==> src/tcc_map.vh <==
// Register indices, field positions, reset values and codes of the capture/compare block
`ifndef TCC_MAP_VH
`define TCC_MAP_VH

// ****************************************
// Register indices (byte address = 4 * index)
// ****************************************
`define TCC_IDX_CH0_LOW 8'hda
`define TCC_IDX_CH0_HIGH 8'hdb
`define TCC_IDX_CH1_LOW 8'hdc
`define TCC_IDX_CH1_HIGH 8'hdd
`define TCC_IDX_CH2_LOW 8'hde
`define TCC_IDX_CH2_HIGH 8'hdf
`define TCC_IDX_COUNT_MODE 8'he0
`define TCC_IDX_IRQ_STATUS 8'he1
`define TCC_IDX_IRQ_CLEAR 8'he2
`define TCC_IDX_IRQ_ENABLE 8'he3
`define TCC_IDX_CH_FLAGS 8'he4
`define TCC_IDX_COUNT_LOW 8'he8
`define TCC_IDX_COUNT_HIGH 8'he9
`define TCC_IDX_CH1_CONTROL 8'he6
`define TCC_IDX_CH2_CONTROL 8'he7

// ****************************************
// Channel control fields
// ****************************************
`define TCC_RADIO_BIT 7
`define TCC_IRQ_MASK_BIT 6
`define TCC_ACT_HI 5
`define TCC_ACT_LO 3
`define TCC_COMPARE_BIT 2
`define TCC_EDGE_HI 1
`define TCC_EDGE_LO 0

// ****************************************
// Reset values
// ****************************************
`define TCC_CONTROL_RESET 8'h40
`define TCC_VALUE_RESET 16'h0000
`define TCC_BYTE_RESET 8'h00
`define TCC_ZERO_COUNT 16'h0000

// ****************************************
// Output action codes
// ****************************************
`define TCC_ACT_SET 3'h0
`define TCC_ACT_CLEAR 3'h1
`define TCC_ACT_TOGGLE 3'h2
`define TCC_ACT_SET_UP 3'h3
`define TCC_ACT_CLEAR_UP 3'h4
`define TCC_ACT_CLR_CH0 3'h5
`define TCC_ACT_SET_CH0 3'h6
`define TCC_ACT_INIT 3'h7

// ****************************************
// Edge select and counter modes
// ****************************************
`define TCC_EDGE_NONE 2'h0
`define TCC_EDGE_RISE 2'h1
`define TCC_EDGE_FALL 2'h2
`define TCC_EDGE_BOTH 2'h3
`define TCC_MODE_HALT 2'h0
`define TCC_MODE_FREE 2'h1
`define TCC_MODE_MODULO 2'h2
`define TCC_MODE_UPDOWN 2'h3

`endif

==> src/tcc_channel.v <==
// One capture/compare channel: control register, capture trigger and output action
`timescale 1ns/1ps
`include "tcc_map.vh"

module tcc_channel (
    // Clock and reset
    input wire clk_i,
    input wire rst_i,
    // Control register write
    input wire ctl_we_i,
    input wire [7:0] ctl_wdata_i,
    // Timer core view
    input wire [15:0] counter_i,
    input wire [15:0] ch0_value_i,
    input wire [15:0] own_value_i,
    input wire updown_i,
    input wire count_down_i,
    // Capture sources
    input wire pin_i,
    input wire radio_irq_i,
    // Results
    output reg [7:0] control_o,
    output reg out_o,
    output reg capture_o,
    output reg event_o
);

    wire [2:0] action = control_o[`TCC_ACT_HI:`TCC_ACT_LO];
    wire [1:0] edge_sel = control_o[`TCC_EDGE_HI:`TCC_EDGE_LO];
    wire compare_mode = control_o[`TCC_COMPARE_BIT];
    wire own_match = compare_mode && (counter_i == own_value_i);
    wire ch0_match = compare_mode && (counter_i == ch0_value_i);
    wire zero_hit = compare_mode && (counter_i == `TCC_ZERO_COUNT);
    wire source = control_o[`TCC_RADIO_BIT] ? radio_irq_i : pin_i; // RULE_04
    reg source_prev;
    reg next_out;
    reg capture_hit;

    // Capture trigger from edge select
    always @* begin
        case (edge_sel) // RULE_14
            `TCC_EDGE_RISE: capture_hit = source && !source_prev;
            `TCC_EDGE_FALL: capture_hit = !source && source_prev;
            `TCC_EDGE_BOTH: capture_hit = source != source_prev;
            default: capture_hit = 1'b0;
        endcase
    end

    // Output action; own match wins over a ch0 match or zero in the same cycle
    always @* begin
        next_out = out_o;
        case (action) // RULE_06
            `TCC_ACT_SET: if (own_match) next_out = 1'b1; // RULE_07
            `TCC_ACT_CLEAR: if (own_match) next_out = 1'b0; // RULE_07
            `TCC_ACT_TOGGLE: if (own_match) next_out = !out_o; // RULE_07
            `TCC_ACT_SET_UP: begin
                if (updown_i) begin
                    if (own_match) next_out = !count_down_i; // RULE_08
                end else if (own_match) begin
                    next_out = 1'b1;
                end else if (zero_hit) begin
                    next_out = 1'b0;
                end
            end
            `TCC_ACT_CLEAR_UP: begin
                if (updown_i) begin
                    if (own_match) next_out = count_down_i; // RULE_09
                end else if (own_match) begin
                    next_out = 1'b0;
                end else if (zero_hit) begin
                    next_out = 1'b1;
                end
            end
            `TCC_ACT_CLR_CH0: begin
                if (own_match) next_out = 1'b1; // RULE_10
                else if (ch0_match) next_out = 1'b0;
            end
            `TCC_ACT_SET_CH0: begin
                if (own_match) next_out = 1'b0; // RULE_11
                else if (ch0_match) next_out = 1'b1;
            end
            default: next_out = out_o;
        endcase
    end

    // Control register, output pin and event pulses
    always @(posedge clk_i) begin
        if (rst_i) begin
            control_o <= `TCC_CONTROL_RESET;
            out_o <= 1'b0;
            source_prev <= 1'b0;
            capture_o <= 1'b0;
            event_o <= 1'b0;
        end else begin
            source_prev <= source;
            capture_o <= !compare_mode && capture_hit; // RULE_18
            // Compare events raise the flag; capture events too
            event_o <= own_match || (!compare_mode && capture_hit);
            if (ctl_we_i && ctl_wdata_i[`TCC_ACT_HI:`TCC_ACT_LO] == `TCC_ACT_INIT) begin
                // Field keeps its old code; pin goes to the idle level of that code
                control_o <= {ctl_wdata_i[7:6], action, ctl_wdata_i[2:0]}; // RULE_12
                out_o <= (action == `TCC_ACT_CLEAR) || (action == `TCC_ACT_CLEAR_UP) ||
                         (action == `TCC_ACT_CLR_CH0);
            end else begin
                if (ctl_we_i) control_o <= ctl_wdata_i; // RULE_13
                out_o <= next_out;
            end
        end
    end

endmodule

==> src/tcc_top.v <==
// Capture/compare channel block of a 16-bit timer with a classic Wishbone register slave
//
// Function
// (RULE_01) Low byte buffered until high byte commits
// (RULE_02) Channel 0 low byte uses same buffer
// (RULE_03) Compare-mode high write waits for counter zero
// (RULE_04) Control bit 7 selects radio capture source
// (RULE_05) Control bit 6 masks channel interrupt, resets 1
// (RULE_06) Bits 5:3 choose action on own match
// (RULE_07) Codes 000/001/010 set, clear, toggle
// (RULE_08) Code 011 set up, clear down/zero
// (RULE_09) Code 100 clear up, set down/zero
// (RULE_10) Code 101 clear on ch0, set own
// (RULE_11) Code 110 set on ch0, clear own
// (RULE_12) Code 111 initialises pin, field kept
// (RULE_13) Bit 2 selects capture or compare
// (RULE_14) Bits 1:0 select capture edges
// (RULE_15) Channel 2 mirrors channel 1 with own value
// (RULE_16) Counter modes: halt, free, modulo, up/down
// (RULE_17) Flags set by events, cleared writing zero
// (RULE_18) Capture copies counter and raises event
//
// The implementer's own choice: the Wishbone interface to the registers.
`timescale 1ns/1ps
`include "tcc_map.vh"

module tcc_top (
    // Clock and reset
    input wire clk_i,
    input wire rst_i,
    // Wishbone slave
    input wire wb_cyc_i,
    input wire wb_stb_i,
    input wire wb_we_i,
    input wire [9:0] wb_adr_i,
    input wire [3:0] wb_sel_i,
    input wire [31:0] wb_dat_i,
    output reg [31:0] wb_dat_o,
    output reg wb_ack_o,
    // Timer core side
    input wire ch0_compare_mode_i,
    input wire radio_irq_i,
    input wire [1:0] capture_pin_i,
    output reg [15:0] counter_value_o,
    output reg count_down_o,
    // Channel outputs and interrupt
    output wire [1:0] channel_out_o,
    output reg irq_o
);

    // ****************************************
    // Bus decode
    // ****************************************

    // Register index match, used by both write and read paths
    function hit;
        input [9:0] adr;
        input [7:0] idx;
        begin
            hit = (adr[9:2] == idx);
        end
    endfunction

    wire bus_req = wb_cyc_i && wb_stb_i;
    // Writes land on the edge where ack is seen high by the master
    wire wr = bus_req && wb_ack_o && wb_we_i && wb_sel_i[0];
    wire [7:0] wbyte = wb_dat_i[7:0];

    // ****************************************
    // State
    // ****************************************
    wire [15:0] ch_value [0:2];
    reg [1:0] count_mode;
    reg [2:0] irq_status;
    reg [2:0] irq_enable;
    reg [2:0] ch_flags;
    reg [31:0] next_rdata;

    wire [7:0] ctl [1:2];
    wire [1:0] ch_capture;
    wire [1:0] ch_event;
    wire [2:0] compare_mode = {ctl[2][`TCC_COMPARE_BIT], ctl[1][`TCC_COMPARE_BIT], ch0_compare_mode_i};
    wire updown = (count_mode == `TCC_MODE_UPDOWN);
    wire at_zero = (counter_value_o == `TCC_ZERO_COUNT);
    wire ch0_event = ch0_compare_mode_i && (counter_value_o == ch_value[0]);
    wire [2:0] irq_mask = {ctl[2][`TCC_IRQ_MASK_BIT], ctl[1][`TCC_IRQ_MASK_BIT], 1'b1};
    wire [2:0] raw_event = {ch_event, ch0_event};
    wire [2:0] irq_set = raw_event & irq_mask; // RULE_05
    wire irq_clear_wr = wr && hit(wb_adr_i, `TCC_IDX_IRQ_CLEAR);
    wire flags_wr = wr && hit(wb_adr_i, `TCC_IDX_CH_FLAGS);

    // ****************************************
    // Channels 1 and 2
    // ****************************************
    genvar g;
    generate
        for (g = 1; g <= 2; g = g + 1) begin : gen_ch
            wire ctl_we = wr && hit(wb_adr_i, (g == 1) ? `TCC_IDX_CH1_CONTROL : `TCC_IDX_CH2_CONTROL);
            tcc_channel u_ch (
                .clk_i(clk_i),
                .rst_i(rst_i),
                .ctl_we_i(ctl_we),
                .ctl_wdata_i(wbyte),
                .counter_i(counter_value_o),
                .ch0_value_i(ch_value[0]),
                .own_value_i(ch_value[g]), // RULE_15
                .updown_i(updown),
                .count_down_i(count_down_o),
                .pin_i(capture_pin_i[g-1]),
                .radio_irq_i(radio_irq_i),
                .control_o(ctl[g]),
                .out_o(channel_out_o[g-1]),
                .capture_o(ch_capture[g-1]),
                .event_o(ch_event[g-1])
            );
        end
    endgenerate

    // ****************************************
    // Value registers for channels 0..2
    // ****************************************
    genvar v;
    generate
        for (v = 0; v <= 2; v = v + 1) begin : gen_val
            wire [7:0] idx_low = (v == 0) ? `TCC_IDX_CH0_LOW : ((v == 1) ? `TCC_IDX_CH1_LOW : `TCC_IDX_CH2_LOW);
            wire [7:0] idx_high = (v == 0) ? `TCC_IDX_CH0_HIGH : ((v == 1) ? `TCC_IDX_CH1_HIGH : `TCC_IDX_CH2_HIGH);
            wire low_wr = wr && hit(wb_adr_i, idx_low);
            wire high_wr = wr && hit(wb_adr_i, idx_high);
            wire cap = (v != 0) && ch_capture[(v == 0) ? 0 : v - 1];
            reg [15:0] value;
            reg [7:0] low_buf;
            reg [15:0] pend_value;
            reg pend;
            assign ch_value[v] = value;

            // Shadow byte, deferred compare value and active value; one process per channel
            always @(posedge clk_i) begin
                if (rst_i) begin
                    value <= `TCC_VALUE_RESET;
                    low_buf <= `TCC_BYTE_RESET; // RULE_02
                    pend_value <= `TCC_VALUE_RESET;
                    pend <= 1'b0;
                end else begin
                    if (low_wr) low_buf <= wbyte; // RULE_01
                    if (high_wr && compare_mode[v]) begin
                        // Compare value changes only at counter zero
                        pend_value <= {wbyte, low_buf}; // RULE_03
                        pend <= 1'b1;
                    end else if (high_wr) begin
                        value <= {wbyte, low_buf}; // RULE_01
                        pend <= 1'b0;
                    end else if (pend && at_zero) begin
                        value <= pend_value; // RULE_03
                        pend <= 1'b0;
                    end else if (cap) begin
                        // Counter sampled one cycle after the edge was seen
                        value <= counter_value_o; // RULE_18
                    end
                end
            end
        end
    endgenerate

    // ****************************************
    // Counter
    // ****************************************

    // Counts every clock outside halt mode; the prescaler lives in the timer core, not here
    always @(posedge clk_i) begin
        if (rst_i) begin
            counter_value_o <= `TCC_ZERO_COUNT;
            count_down_o <= 1'b0;
            count_mode <= `TCC_MODE_HALT;
        end else begin
            if (wr && hit(wb_adr_i, `TCC_IDX_COUNT_MODE)) count_mode <= wbyte[1:0];
            case (count_mode) // RULE_16
                `TCC_MODE_FREE: begin
                    counter_value_o <= counter_value_o + 16'h0001;
                    count_down_o <= 1'b0;
                end
                `TCC_MODE_MODULO: begin
                    count_down_o <= 1'b0;
                    if (counter_value_o >= ch_value[0]) counter_value_o <= `TCC_ZERO_COUNT;
                    else counter_value_o <= counter_value_o + 16'h0001;
                end
                `TCC_MODE_UPDOWN: begin
                    if (!count_down_o && counter_value_o >= ch_value[0]) begin
                        count_down_o <= (ch_value[0] != `TCC_ZERO_COUNT);
                        if (ch_value[0] != `TCC_ZERO_COUNT) counter_value_o <= counter_value_o - 16'h0001;
                    end else if (count_down_o && at_zero) begin
                        count_down_o <= 1'b0;
                        counter_value_o <= counter_value_o + 16'h0001;
                    end else if (count_down_o) begin
                        counter_value_o <= counter_value_o - 16'h0001;
                    end else begin
                        counter_value_o <= counter_value_o + 16'h0001;
                    end
                end
                default: count_down_o <= count_down_o;
            endcase
        end
    end

    // ****************************************
    // Interrupt flags and line
    // ****************************************

    // Set wins over a clear arriving in the same cycle
    always @(posedge clk_i) begin
        if (rst_i) begin
            irq_status <= 3'h0;
            irq_enable <= 3'h0;
            ch_flags <= 3'h0;
            irq_o <= 1'b0;
        end else begin
            if (wr && hit(wb_adr_i, `TCC_IDX_IRQ_ENABLE)) irq_enable <= wbyte[2:0];
            irq_status <= (irq_status & ~(irq_clear_wr ? wbyte[2:0] : 3'h0)) | irq_set;
            // Writing 1 leaves a flag alone, writing 0 clears it
            ch_flags <= (ch_flags & (flags_wr ? wbyte[2:0] : 3'h7)) | raw_event; // RULE_17
            irq_o <= |(irq_status & irq_enable);
        end
    end

    // ****************************************
    // Read path and acknowledge
    // ****************************************

    // Unmapped and write-only addresses read as zero
    always @* begin
        next_rdata = 32'h0000_0000;
        if (hit(wb_adr_i, `TCC_IDX_CH0_LOW)) next_rdata[7:0] = ch_value[0][7:0];
        if (hit(wb_adr_i, `TCC_IDX_CH0_HIGH)) next_rdata[7:0] = ch_value[0][15:8];
        if (hit(wb_adr_i, `TCC_IDX_CH1_LOW)) next_rdata[7:0] = ch_value[1][7:0];
        if (hit(wb_adr_i, `TCC_IDX_CH1_HIGH)) next_rdata[7:0] = ch_value[1][15:8];
        if (hit(wb_adr_i, `TCC_IDX_CH2_LOW)) next_rdata[7:0] = ch_value[2][7:0];
        if (hit(wb_adr_i, `TCC_IDX_CH2_HIGH)) next_rdata[7:0] = ch_value[2][15:8];
        if (hit(wb_adr_i, `TCC_IDX_CH1_CONTROL)) next_rdata[7:0] = ctl[1];
        if (hit(wb_adr_i, `TCC_IDX_CH2_CONTROL)) next_rdata[7:0] = ctl[2];
        if (hit(wb_adr_i, `TCC_IDX_COUNT_MODE)) next_rdata[1:0] = count_mode;
        if (hit(wb_adr_i, `TCC_IDX_IRQ_STATUS)) next_rdata[2:0] = irq_status;
        if (hit(wb_adr_i, `TCC_IDX_IRQ_ENABLE)) next_rdata[2:0] = irq_enable;
        if (hit(wb_adr_i, `TCC_IDX_CH_FLAGS)) next_rdata[2:0] = ch_flags;
        if (hit(wb_adr_i, `TCC_IDX_COUNT_LOW)) next_rdata[7:0] = counter_value_o[7:0];
        if (hit(wb_adr_i, `TCC_IDX_COUNT_HIGH)) next_rdata[7:0] = counter_value_o[15:8];
    end

    // One-cycle answer; ack drops the cycle after it is given
    always @(posedge clk_i) begin
        if (rst_i) begin
            wb_ack_o <= 1'b0;
            wb_dat_o <= 32'h0000_0000;
        end else begin
            wb_ack_o <= bus_req && !wb_ack_o;
            wb_dat_o <= (bus_req && !wb_ack_o && !wb_we_i) ? next_rdata : 32'h0000_0000;
        end
    end

endmodule

==> config.mk <==
export PLATFORM = sky130hd
export DESIGN_NAME = tcc_top
export DESIGN_NICKNAME = d
export VERILOG_FILES = /design/src/tcc_channel.v /design/src/tcc_top.v
export VERILOG_INCLUDE_DIRS = /design/src
export SDC_FILE = /design/constraint.sdc
export NUM_CORES = 1
export LEC_CHECK = 0
export ABC_AREA = 1
export BUFFER_PORTS_ARGS = -buffer_cell sky130_fd_sc_hd__clkbuf_2
export CAP_MARGIN = 5
export CORE_ASPECT_RATIO = 1.1
export CORE_MARGIN = 2
export CORE_UTILIZATION = 60
export CTS_BUF_LIST = sky130_fd_sc_hd__clkbuf_4 sky130_fd_sc_hd__clkbuf_8
export DETAILED_ROUTE_END_ITERATION = 6
export HOLD_SLACK_MARGIN = 0.02
export PLACE_DENSITY_LB_ADDON = 0.25
export SYNTH_ARGS = -nofsm -noshare
export SYNTH_HDL_FRONTEND = slang
export SYNTH_HIERARCHICAL = 1
export SYNTH_SLANG_ARGS = --single-unit
==> constraint.sdc <==
create_clock -name clk_i -period 2.5 [get_ports clk_i]
set_input_delay 0 -clock clk_i [delete_from_list [all_inputs] [get_ports clk_i]]
set_output_delay 0 -clock clk_i [all_outputs]
set_load 0.05 [all_outputs]
**Word level (Yosys, flattened, before mapping)**

Index checks and enable logic that the tools add are counted.

- Add/subtract/negate cells: 2
- Magnitude comparators: 1
- Equality and inequality tests: 62
- Multiplexer cells: 84
- Bitwise logic cells: 13
- Reductions and logical operators: 86

Operator list:

| cell | number |
|---|---|
| 16-bit two-way mux | 13 |
| 8-bit equality test (second input constant) | 15 |
| 8-bit two-way mux | 14 |
| 16-bit equality test | 3 |
| 16-bit one-hot mux with 3 select lines | 1 |
| 1-bit two-way mux | 45 |
| 1-bit logical AND | 41 |
| 4-bit by 1-bit inequality test with 1-bit output (second input constant) | 8 |
| 3-bit equality test (second input constant) | 7 |
| 10-bit AND reduction | 2 |
| 3-bit by 1-bit inequality test with 1-bit output (second input constant) | 6 |
| 3-bit nonzero test | 6 |
| 16-bit by 1-bit adder with 16-bit output (second input constant) | 1 |
| 16-bit greater-or-equal comparator | 1 |
| 16-bit logical NOT | 1 |
| 16-bit nonzero test | 1 |
| 8-bit nonzero test | 2 |
| 16-bit by 1-bit subtractor with 16-bit output (second input constant) | 1 |
| 3-bit two-way mux | 5 |
| 1-bit one-hot mux with 7 select lines | 2 |
| 2-bit AND reduction | 7 |
| 3-bit bitwise AND | 4 |
| 2-bit equality test (second input constant) | 6 |
| 3-bit by 2-bit equality test with 1-bit output (second input constant) | 4 |
| 18 further kinds | 52 |

- Register bits: 209
- Bits of input ports: 55

**Longest topological paths before layout**

Gate-level depths: netlist (run 1).

- Depth after elaboration: 15
- Depth in mapped cells: 15
- Depth with buffers taken out: 15

**Modules after synthesis**

The synthesis (run 1) kept the hierarchy.

Modules (own cells, without submodules):

| module | times used | cells each | area an instance (um2) | sequential area each (um2) |
|---|---|---|---|---|
| tcc_top | 1 | 1256 | 8793.4 | 3223.1 |
| tcc_channel | 2 | 270 | 1318.8 | 240.2 |

**Worst setup path after synthesis (run 1)**

No wires, ideal clock.

- Kind: register -> register
- Start: register counter_value_o[0]
- End: register counter_value_o[4]
- Library setup time: 117 ps
- Arrival time: 2487 ps
- Required time: 2383 ps
- Slack: -103 ps
- Stages on the path, launching flop included: 13
- Clock period less this slack: 2603 ps
- Cells stage by stage: dfxtp_1 inv_1 ha_1 nand2_1 nor4_1 nand2_1 nand3_1 nand4_1 nand2_1 clkbuf_1 nand2_1 nand2_1 a21oi_1

- Word-level cells in the longest chain between the ends: 5
- Elaborated cells on any way between the ends: 14
- Those cells by class: 2 x add/sub; 1 x order compare; 1 x eq/ne; 6 x mux; 4 x reduce/logical

Ends and longest elaborated chain:

| item | RTL line | source |
|---|---|---|
| start: declaration | tcc_top.v:44 | `output reg [15:0] counter_value_o,` |
| start signal: assignment | tcc_top.v:171 | `` counter_value_o <= `TCC_ZERO_COUNT; `` |
| start signal: assignment | tcc_top.v:178 | `counter_value_o <= counter_value_o + 16'h0001;` |
| start signal: assignment | tcc_top.v:183 | `` if (counter_value_o >= ch_value[0]) counter_value_o <= `TCC_ZERO_COUNT; `` |
| 16-bit by 1-bit adder with 16-bit output (tied with other cells) | n/a |  |
| 16-bit two-way mux or 1-bit logical AND (tied branches) | tcc_top.v:193, tcc_top.v:190 |  |
| 16-bit two-way mux | tcc_top.v:190 | `end else if (count_down_o && at_zero) begin` |
| 16-bit two-way mux | tcc_top.v:187 | `if (!count_down_o && counter_value_o >= ch_value[0]) begin` |
| 16-bit one-hot mux with 3 select lines | tcc_top.v:176 | `case (count_mode)` |

Parallel ways exist; a longest one is shown, timed or not. The select of a mux whose other input is x is not followed.
A chain may end at the register's enable or synchronous reset.

**Final worst setup path (run 1)**

- Start: register gen_val[0].value[0]
- End: register counter_value_o[0]

- Word-level cells in the longest chain between the ends: 4
- Elaborated cells on any way between the ends: 8
- Those cells by class: 1 x order compare; 1 x eq/ne; 3 x mux; 3 x reduce/logical

Ends and longest elaborated chain:

| item | RTL line | source |
|---|---|---|
| start: declaration | tcc_top.v:130 | `reg [15:0] value;` |
| start signal: assignment | tcc_top.v:139 | `` value <= `TCC_VALUE_RESET; `` |
| start signal: assignment | tcc_top.v:150 | `value <= {wbyte, low_buf};` |
| start signal: assignment | tcc_top.v:153 | `value <= pend_value;` |
| 16-bit greater-or-equal comparator | tcc_top.v:183, tcc_top.v:187 |  |
| 1-bit logical AND | tcc_top.v:187 |  |
| 16-bit two-way mux or 3-bit inequality test (tied branches) | n/a |  |
| 16-bit one-hot mux with 3 select lines or 2-bit AND reduction (tied branches) | n/a |  |
| end signal: assignment | tcc_top.v:178 |  |
| end signal: assignment | tcc_top.v:183 |  |
| end signal: assignment | tcc_top.v:184 | `else counter_value_o <= counter_value_o + 16'h0001;` |

Parallel ways exist; a longest one is shown, timed or not.

==> run metrics, run 1 <==
number of non-filler instances in the completed layout 2164; via count 12500; Post-synth EDFFs 0; number of standard cells after synthesis 1796; number of violations reported at the end of detailed-routing iteration 0 1289; standby leakage power ~6 nW; xor/xnor share of the synthesized area 2.30%; upper clock frequency limit 415 MHz; final weighted congestion of routability-driven global placement 1.03; compound-cell area share of the yosys netlist 17.0%; Yosys top cell area share about 32%; maximum level of the CTS H-tree 4; Filler cells 1733; number of nets with antenna violations after detailed routing 0; fraction of final layout cells with drive strength greater than 1 12.9%; number of nets in the finished design slightly below 2000; largest clock skew in the final design between 0.015 and 0.02 ns; clock transition at the register clock pins on the worst setup and hold paths after CTS 0.10 ns; Final HPWL DP 30.1 mm; area share of fa/ha/maj cells after synthesis 2.52%; final setup TNS 0 ns; Critical Setup Path Class reg -> reg; flop and latch count out of synthesis roughly 190; CTS tree yes; sequential-to-total area share from yosys stat 32.4%; period utilization 96.3%; number of placed I/O pins about 110; chip width between 100 and 150 microns; area of the core 18500 sq um; Critical Path End Type flip-flop; average vias per placed instance 5.76; Avg Cell Area, Syn 6.36 sq um; total instance count after detailed placement 2125; count of warnings emitted by yosys 6; Tightest Hold Check Type in -> reg; leading cell types by total area after synthesis dfxtp_1 (32%), nand2_1 (15%), nor2_1 (7.7%); total count of max-transition violations in the final report 0; signed area change from the synthesized netlist to the final layout 12.3%; first-pass GRT wire length about 60 mm; largest voltage drop on the vdd net 0.307 mV; Worst Path Required 2.84 ns; number of port buffers 54; slew at the pin with the worst max-slew slack between 0.8 and 0.9 ns; Site Rows 52; cell type contributing the most total cell area after synthesis dfxtp_1; clk sink count 185; count of different cell masters after synthesis 46; share of flip-flops with an asynchronous set or reset 0%; total routing resource utilization after global routing between 40% and 50%; number of global-route vias before repair approximately 11000; iteration count of the initial detailed-routing pass 6; routed wire length between 40 and 50 mm; Max Fanout on Critical Path 31; grt total ovfl 0; total power consumption of the routed design 5.11 mW; Primary FF master, synth dfxtp_1; share of cell area taken by muxes after synthesis 0.701%; final critical path time including I/O delays and setup 2.41 ns; count of final setup violators 0; effective utilization at floorplan 61.6%; routed len/inst 18.7 microns; post-synth design cell area 11400 sq um; die height between 100 and 150 microns; remaining max-slew budget at the tightest pin 43.8%; die area 20200 sq um; number of buffers added by the clock tree synthesis step 17; main combinational cell family by area after synthesis simple AND/OR/NAND/NOR gates; antenna violations before repair 0; simple-gate share of the synthesized area 32.7%; critical path startpoint category flip-flop; detailed-route DRC error count 0; power density relative to cell area 398 nW/um^2; status complete, no violations; ranking of synthesized cells by instance count nand2_1 (470), nor2_1 (236), inv_1 (224); maximum buffer depth of the clock tree 2; latest clock arrival within the worst-skew pair 0.48 ns; largest net degree at the start of global routing 53; data arrival time of the worst path 2.75 ns; MaxCap Viol Count 0; final number of hold-violating endpoints 0; top-count cell post-synth nand2_1; Diodes inserted 0; RSZ-0062 raised after global routing false; CTS root buf clkbuf_8
-- area by class of cell --
class                   count  area [sq um]  area share (%)
well taps                 243           304            2.37
clock inverters            10          75.1           0.585
flip-flops and latches    185          3700            28.9
multi-input cells        1302          6410            50.0
repair buffers            155          1150            8.97
clock buffers              20           256            2.00
inverters                 249           935            7.28
-- sequential cells by signal (all words and copies together) (netlist names), 3 cells and up --
register and count:
counter_value_o 16, irq_enable 3, irq_status 3, wb_dat_o 8, gen_val.pend 3, gen_val.value 48, gen_val.pend_value 48, gen_val.low_buf 24
ch_flags 3, gen_ch.u_ch/control_o 16
-- critical path, cell delays in order (launching register included) --
cell and delay, ns:
dfxtp_1 0.38, buf_4 0.19, nor2_1 0.10, nand3_1 0.12, nor4_1 0.66, buf_4 0.23
nand4_1 0.10, nand2_1 0.12, buf_12 0.18, inv_1 0.07, nand2_1 0.05, a21oi_1 0.05
-- path summary, 6_finish.rpt --
path,startpoint,endpoint,slack [ns],cells past startpoint
worst max-delay path,gen_val[0].value[0],counter_value_o[0],0.09,11
worst min-delay path,wb_dat_i[1],gen_ch[1].u_ch/control_o[1],0.08,3
worst max register to register,gen_val[0].value[0],counter_value_o[0],0.09,11
worst min register to register,gen_ch[2].u_ch/event_o,ch_flags[2],0.46,2
-- report_power, final --
part           total, mW  internal (mW)  switching, mW
Clock               1.84          0.712           1.13
Sequential          2.95           2.95        0.00338
Combinational      0.316         0.0520          0.264
Total               5.11           3.71           1.39
-- logic make-up after synthesis --
kind of cell / count (synthesis)
muxes: 8
DFF: 185
buffers and inverters: 332
adders and majority gates: 23
other: 1
and+or+nand+nor: 883
AOI/OAI and AO/OA: 334
xor gates and xnor gates: 30
-- metal layers --
| layer | wire length, microns | vias up | share of wire (%) | track usage [%] |
|---|---|---|---|---|
| met3 | 4890 | 165 | 12 | 9.96 |
| li1 | - | 5968 | - | - |
| met2 | 17400 | 717 | 43 | 61.9 |
| met1 | 15700 | 5623 | 39 | 52.4 |
| met5 | 0 | - | 0 | 0 |
| met4 | 2410 | 0 | 6.0 | 22.0 |
-- cells in the final DEF (no fill, tap or decap), types with 34 or more instances in the layout --
cell type,Yosys,routed
buf_4,26,84
o21ai_0,108,107
nand2_1,470,470
inv_1,224,224
clkbuf_2,0,53
a21oi_1,129,129
dfxtp_1,185,184
nor2_1,236,236
a211oi_1,34,34
nand3_1,74,73
-- what timing repair did --
| action | CTS | global route |
|---|---|---|
| hold buffers | 9 | 0 |
| buffers inserted | 0 | 0 |
| hold endpoints to repair | 15 | 0 |
| resized for setup | 0 | 3 |
| endpoints found under the setup margin | 0 | 14 |
-- metrics by stage --
step | cell area [sq um] | utilization (%) | hold slack (ns) | setup WS (ns)
6_report | 12800 | 69.2 | 0.0797 | 0.0914
5_1_grt | 12800 | 69.2 | 0.0718 | 0.0109
4_1_cts | 12800 | 69.2 | 0.0324 | 0.141
3_5_place_dp | 12400 | 66.9 | 0.267 | 0.171
3_3_place_gp | 12400 | 66.9 | 0.268 | 0.185
2_1_floorplan | 11500 | - | 0.0691 | 0.00494
(Power assumes the default switching activity.)
==> run 2: changes to the inputs <==
==> constraint.sdc (replaced) <==
create_clock -name clk_i -period 2.42 [get_ports clk_i]
set_input_delay 0 -clock clk_i [delete_from_list [all_inputs] [get_ports clk_i]]
set_output_delay 0 -clock clk_i [all_outputs]
set_load 0.05 [all_outputs]
==> run 2 against run 1 <==
Count of clock-buffer cells in the layout shrank 2. Routed wire length grew 1.8%. Die area is the same. Power grew 8.5%. Via count grew 0.73%. Hold slack lost 0.010 ns. Combinational power grew 4%.
==> run metrics, run 2 (synthesis results as in run 1) <==
status complete, no violations; die area a little over 20000 sq um; number of violations reported at the end of detailed-routing iteration 0 1457; Cell Area, Placed 12400 sq um; detailed-route DRC error count 0; period utilization a little over nine tenths; grt total ovfl 0; registers with the highest flip-flop counts gen_val.pend_value: 48 flops, gen_val.value: 48 flops, gen_val.low_buf: 24 flops; Diodes inserted 0; critical path startpoint category flip-flop; Critical Path Sink gen_ch[1].u_ch/out_o; CTS tree yes; count of final setup violators 0; MaxCap Viol Count 0; most common library cell in the layout ignoring fill and taps nand2_1; number of global-route vias before repair 11400; Most Frequent Cell on Critical Path nand2_1; number of nets in the finished design 2000; series of cell instances along the critical path buf_4, inv_2, nand2_2, nand2_1, nor2_1, nand2_1, nor2_2, nand3_1, nand2_1, inv_1, nor2_1, nand3_1, nand2_1, a21oi_2; Top Family by Delay on Critical Path simple AND/OR/NAND/NOR gates; power density relative to cell area 426 nW/um^2; Tightest Hold Check Type in -> reg; total count of max-transition violations in the final report 0; Worst setup startpoint counter_value_o[4]; clock transition at the register clock pins on the worst setup and hold paths after CTS around 0.11 ns; number of placed I/O pins 108; routed len/inst roughly 19 microns; number of port buffers 54; Final HPWL DP 30.5 mm; total routing resource utilization after global routing 41.4%; Critical Setup Path Class reg -> reg; final critical path time including I/O delays and setup 2.28 ns; standby leakage power 6.07 nW; chip width approximately 140 microns; first-pass GRT wire length 63.2 mm; largest clock skew in the final design 0.0180 ns; Max Fanout on Critical Path 10; via count 12600; total power consumption of the routed design 5.54 mW; signed area change from the synthesized netlist to the final layout 13.8%; remaining max-slew budget at the tightest pin 44.6%; fraction of final layout cells with drive strength greater than 1 a little over an eighth; largest net degree at the start of global routing 70; latest clock arrival within the worst-skew pair 0.50 ns; largest stage delay on the critical path 0.48 ns; antenna violations before repair 0; upper clock frequency limit 438 MHz; routed wire length 41.1 mm; fraction of the core area covered by cells at the end of the flow between 70% and 80%; number of nets with antenna violations after detailed routing 0; final setup TNS 0 ns; setup slack on the worst flop-to-flop path around 0.14 ns; iteration count of the initial detailed-routing pass 6; die height ~150 microns; final weighted congestion of routability-driven global placement 1.04; CTS root buf clkbuf_8; largest voltage drop on the vdd net around 0.40 mV; effective utilization at floorplan 61.6%; slew at the pin with the worst max-slew slack a little over 0.8 ns; clk sink count 185; cell with the largest stage delay on the worst path dfxtp_1; maximum buffer depth of the clock tree 2; final hold slack 0.0698 ns; data arrival time of the worst path 2.68 ns; CP Depth 14; RR Startpoint counter_value_o[4]; most frequent cells in the layout nand2_1 (469), nor2_1 (236), inv_1 (224); worst reg2reg endpoint gen_ch[1].u_ch/out_o; Critical Path End Type flip-flop; final number of hold-violating endpoints 0; number of buffers added by the clock tree synthesis step 17; average vias per placed instance 5.77; area of the core 18500 sq um; Site Rows between 50 and 60; Worst Path Buf+Inv 3; Worst Path Required 2.81 ns; maximum level of the CTS H-tree 4; logic depth of the worst register-to-register path 14; final standard cell area without fillers 13000 sq um
run 2: how the worst min path moves through the flow:
| stage | from | endpoint | slack [ns] | cells after the start |
|---|---|---|---|---|
| 6_report | wb_adr_i[3] | irq_status[1] | 0.07 | 4 |
| 5_1_grt | wb_dat_i[5] | gen_val[0].value[13] | 0.06 | 3 |
| 4_1_cts | wb_adr_i[3] | irq_status[0] | 0.03 | 4 |
| 3_5_place_dp | wb_stb_i | wb_ack_o | 0.28 | 3 |
| 3_3_place_gp | wb_stb_i | wb_ack_o | 0.27 | 3 |
| 2_1_floorplan | rst_i | gen_ch[1].u_ch/event_o | 0.07 | 1 |
run 2: per-layer routing:
| layer | track usage [%] | share of wire (%) | wire, microns | up-vias |
|---|---|---|---|---|
| li1 | - | - | - | 6005 |
| met3 | 11.8 | 13 | 5320 | 187 |
| met5 | 0 | 0 | 0 | - |
| met1 | 51.9 | 37 | 15300 | 5575 |
| met4 | 25.4 | 7.3 | 3010 | 0 |
| met2 | 62.8 | 42 | 17400 | 797 |
run 2: stage by stage:
stage / std cells / setup slack [ns]
floorplan: 1819 / 0.00327
global placement: 2130 / 0.244
detailed placement: 2130 / 0.0952
CTS: 2175 / 0.0693
global route: 2177 / -0.0122
finish: 2177 / 0.138
run 2: worst min-delay path, stage by stage:
cell and delay, ns:
clkbuf_2 0.14, nand4_1 0.19, o21ai_0 0.10, a21oi_1 0.11
run 2: repair_timing:
action	4_1_cts	5_1_grt
endpoints found under the setup margin	0	24
hold buffers	14	0
buffers inserted	0	2
endpoints found under the hold margin	29	0
resized for setup	0	6
run 2: final cells by class:
cell class | instances | area, sq um
Clock buffer | 18 | 241
Multi-Input combinational cell | 1302 | 6420
Sequential cell | 185 | 3710
Fill cell | 1680 | 5530
Clock inverter | 13 | 156
Inverter | 249 | 935
Timing Repair Buffer | 167 | 1240
Tap cell | 243 | 304
run 2: report_power, final:
part | switching [mW] | total (mW) | internal (mW)
clock | 1.29 | 2.16 | 0.873
sequential | 0.00357 | 3.05 | 3.05
combinational | 0.271 | 0.330 | 0.0592
total | 1.56 | 5.54 | 3.98
==> run 3: changes to the inputs <==
--- a/config.mk
+++ b/config.mk
@@ -11,7 +11,7 @@
 export CAP_MARGIN = 5
 export CORE_ASPECT_RATIO = 1.1
 export CORE_MARGIN = 2
-export CORE_UTILIZATION = 60
+export CORE_UTILIZATION = 35
 export CTS_BUF_LIST = sky130_fd_sc_hd__clkbuf_4 sky130_fd_sc_hd__clkbuf_8
 export DETAILED_ROUTE_END_ITERATION = 6
 export HOLD_SLACK_MARGIN = 0.02
==> run 3 against run 2 <==
Sequential share of layout area decreased by 0.56 points. First-iteration DRC count decreased by 23%. Flip-flop and latch count unchanged. Via count decreased by 2.7%. Critical endpoint is now counter_value_o[0].
==> run metrics, run 3 (synthesis results as in run 1) <==
maximum level of the CTS H-tree 4; standby leakage power 6.07 nW; data arrival time of the worst path 2.67 ns; upper clock frequency limit between 400 and 500 MHz; cell with the largest stage delay on the worst path dfxtp_1; launch point of the worst hold path wb_dat_i[6]; grt total ovfl 0; final hold slack roughly 0.041 ns; worst reg2reg endpoint counter_value_o[0]; number of placed I/O pins between 100 and 150; count of final setup violators 0; period utilization about 93%; total power consumption of the routed design roughly 5.5 mW; critical path startpoint category flip-flop; average vias per placed instance 5.18; status complete, no violations; total count of max-transition violations in the final report 0; effective utilization at floorplan about 35%; remaining max-slew budget at the tightest pin 51.1%; RSZ-0062 raised after global routing false; logic depth of the worst register-to-register path 12; number of non-filler instances in the completed layout ~2400; CTS root buf clkbuf_8; first-pass GRT wire length 66.1 mm; sw frac 27.2%; final number of hold-violating endpoints 0; latest clock arrival within the worst-skew pair around 0.50 ns; hold-critical path depth 3; most frequent cells in the layout nand2_1 (469), nor2_1 (236), inv_1 (224); die area 34100 sq um; detailed-route DRC error count 0; via count 12200; largest clock skew in the final design 0.0191 ns; antenna violations before repair 1; proportion of power drawn by flip-flops and latches 55.0%; Worst Hold Path EP gen_ch[2].u_ch/control_o[6]; CTS tree yes; Final HPWL DP 33.3 mm; Tightest Hold Check Type in -> reg; RR Startpoint gen_val[0].value[4]; proportion of power drawn by combinational gates 5.9%; number of buffers added by the clock tree synthesis step 17; power density relative to cell area 418 nW/um^2; largest voltage drop on the vdd net 0.295 mV; clk sink count around 190; largest net degree at the start of global routing 61; Worst Path Required 2.84 ns; Site Rows 69; Cell Area, Placed between 10000 and 15000 sq um; Critical Setup Path Class reg -> reg; routed len/inst 18.6 microns; Max Fanout on Critical Path 29; Cell Int Power roughly 4.0 mW; final critical path time including I/O delays and setup 2.25 ns; fraction of final layout cells with drive strength greater than 1 13.4%; FF/Latch Area 3710 sq um; post-CTS repair timing setup buffer count 0; fraction of the core area covered by cells at the end of the flow 41.2%; Switching Power 1.51 mW; clock network fraction of design power 39.1%; number of port buffers 54; final setup TNS 0 ns; iteration count of the initial detailed-routing pass 5; total routing resource utilization after global routing 25.7%; registers with the highest flip-flop counts gen_val.pend_value: 48 flops, gen_val.value: 48 flops, gen_val.low_buf: 24 flops; area of the core roughly 32000 sq um; die height 194 microns; chip width between 150 and 200 microns; Diodes inserted 0; number of nets with antenna violations after detailed routing 0; Filler cells 3419; final weighted congestion of routability-driven global placement ~1.0; most common library cell in the layout ignoring fill and taps nand2_1; signed area change from the synthesized netlist to the final layout 16.0%; largest stage delay on the critical path between 0.3 and 0.4 ns; final standard cell area without fillers 13300 sq um; MaxCap Viol Count 0; setup slack on the worst flop-to-flop path around 0.17 ns; clock transition at the register clock pins on the worst setup and hold paths after CTS around 0.11 ns; Most Frequent Cell on Critical Path nand2_1; Post-Place Worst Slack -0.0488 ns; routed wire length 44.0 mm; multi-input combinational cell area 6430 sq um; number of global-route vias before repair 11000; number of nets in the finished design 2000; series of cell instances along the critical path inv_1, ha_1, nand2_1, nor4_2, buf_4, nand2_1, nand3_2, nand4_1, nand2_2, buf_12, nand2_1, a21oi_2; total instance count after detailed placement 2314; maximum buffer depth of the clock tree 2; Critical Path End Type flip-flop; setup ws final 0.165 ns; number of violations reported at the end of detailed-routing iteration 0 1123; slew at the pin with the worst max-slew slack 0.734 ns
-- run 3: cell types whose count changed in the layout (fill, tap and decap cells not counted), moves of 2 or more --
cell	before	now
buf_4	92	90
inv_8	3	1
clkbuf_8	17	20
clkinv_2	0	2
clkinv_8	2	0
buf_12	7	9
-- run 3: power by group through the flow --
stage | sequential [mW] | clock [mW] | combinational [mW]
global route | 3.05 | 2.32 | 0.345
global placement | 3.12 | 0 | 0.302
CTS | 3.05 | 2.21 | 0.321
detailed placement | 3.12 | 0 | 0.301
finish | 3.05 | 2.17 | 0.328
floorplan | 3.12 | 0 | 0.209
-- run 3: cell type report --
class	instances	share of cell area [%]
timing repair buffer	167	9.58
inverter	249	7.05
tap	426	4.02
clock buffer	21	2.13
sequential	185	27.9
clock inverter	11	0.830
multi-input combinational	1302	48.4
-- run 3: worst max-delay path by stage --
stage	startpoint	end	slack (ns)
floorplan	counter_value_o[14]	counter_value_o[11]	0.003
global placement	gen_val[0].value[7]	counter_value_o[0]	-0.11
detailed placement	gen_val[0].value[7]	counter_value_o[0]	-0.05
CTS	gen_val[0].value[7]	counter_value_o[0]	0.04
global route	gen_val[0].value[3]	counter_value_o[0]	0.02
finish	gen_val[0].value[4]	counter_value_o[0]	0.17
-- run 3: what timing repair did --
action / CTS / global route
resized for setup: 1 / 5
setup endpoints to repair: 1 / 15
pin swaps: 0 / 1
hold endpoints to repair: 39 / 0
hold buffers: 15 / 0
-- run 3: critical path: cells and delay by family (launching register included) --
family,cells,cell delay (ns)
compound gates,1,0.18
buf+inv,3,0.47
simple gates,7,0.88
flops,1,0.34
fa+ha+maj,1,0.30
-- run 3: routing by layer --
metal  vias up  share of wire [%]  global-route usage (%)
li1       5994                  -                       -
met1      5657                 41                    33.1
met2       486                 47                    42.2
met3        94                7.5                    3.56
met4         0                4.6                    12.0
met5         -                  0                       0
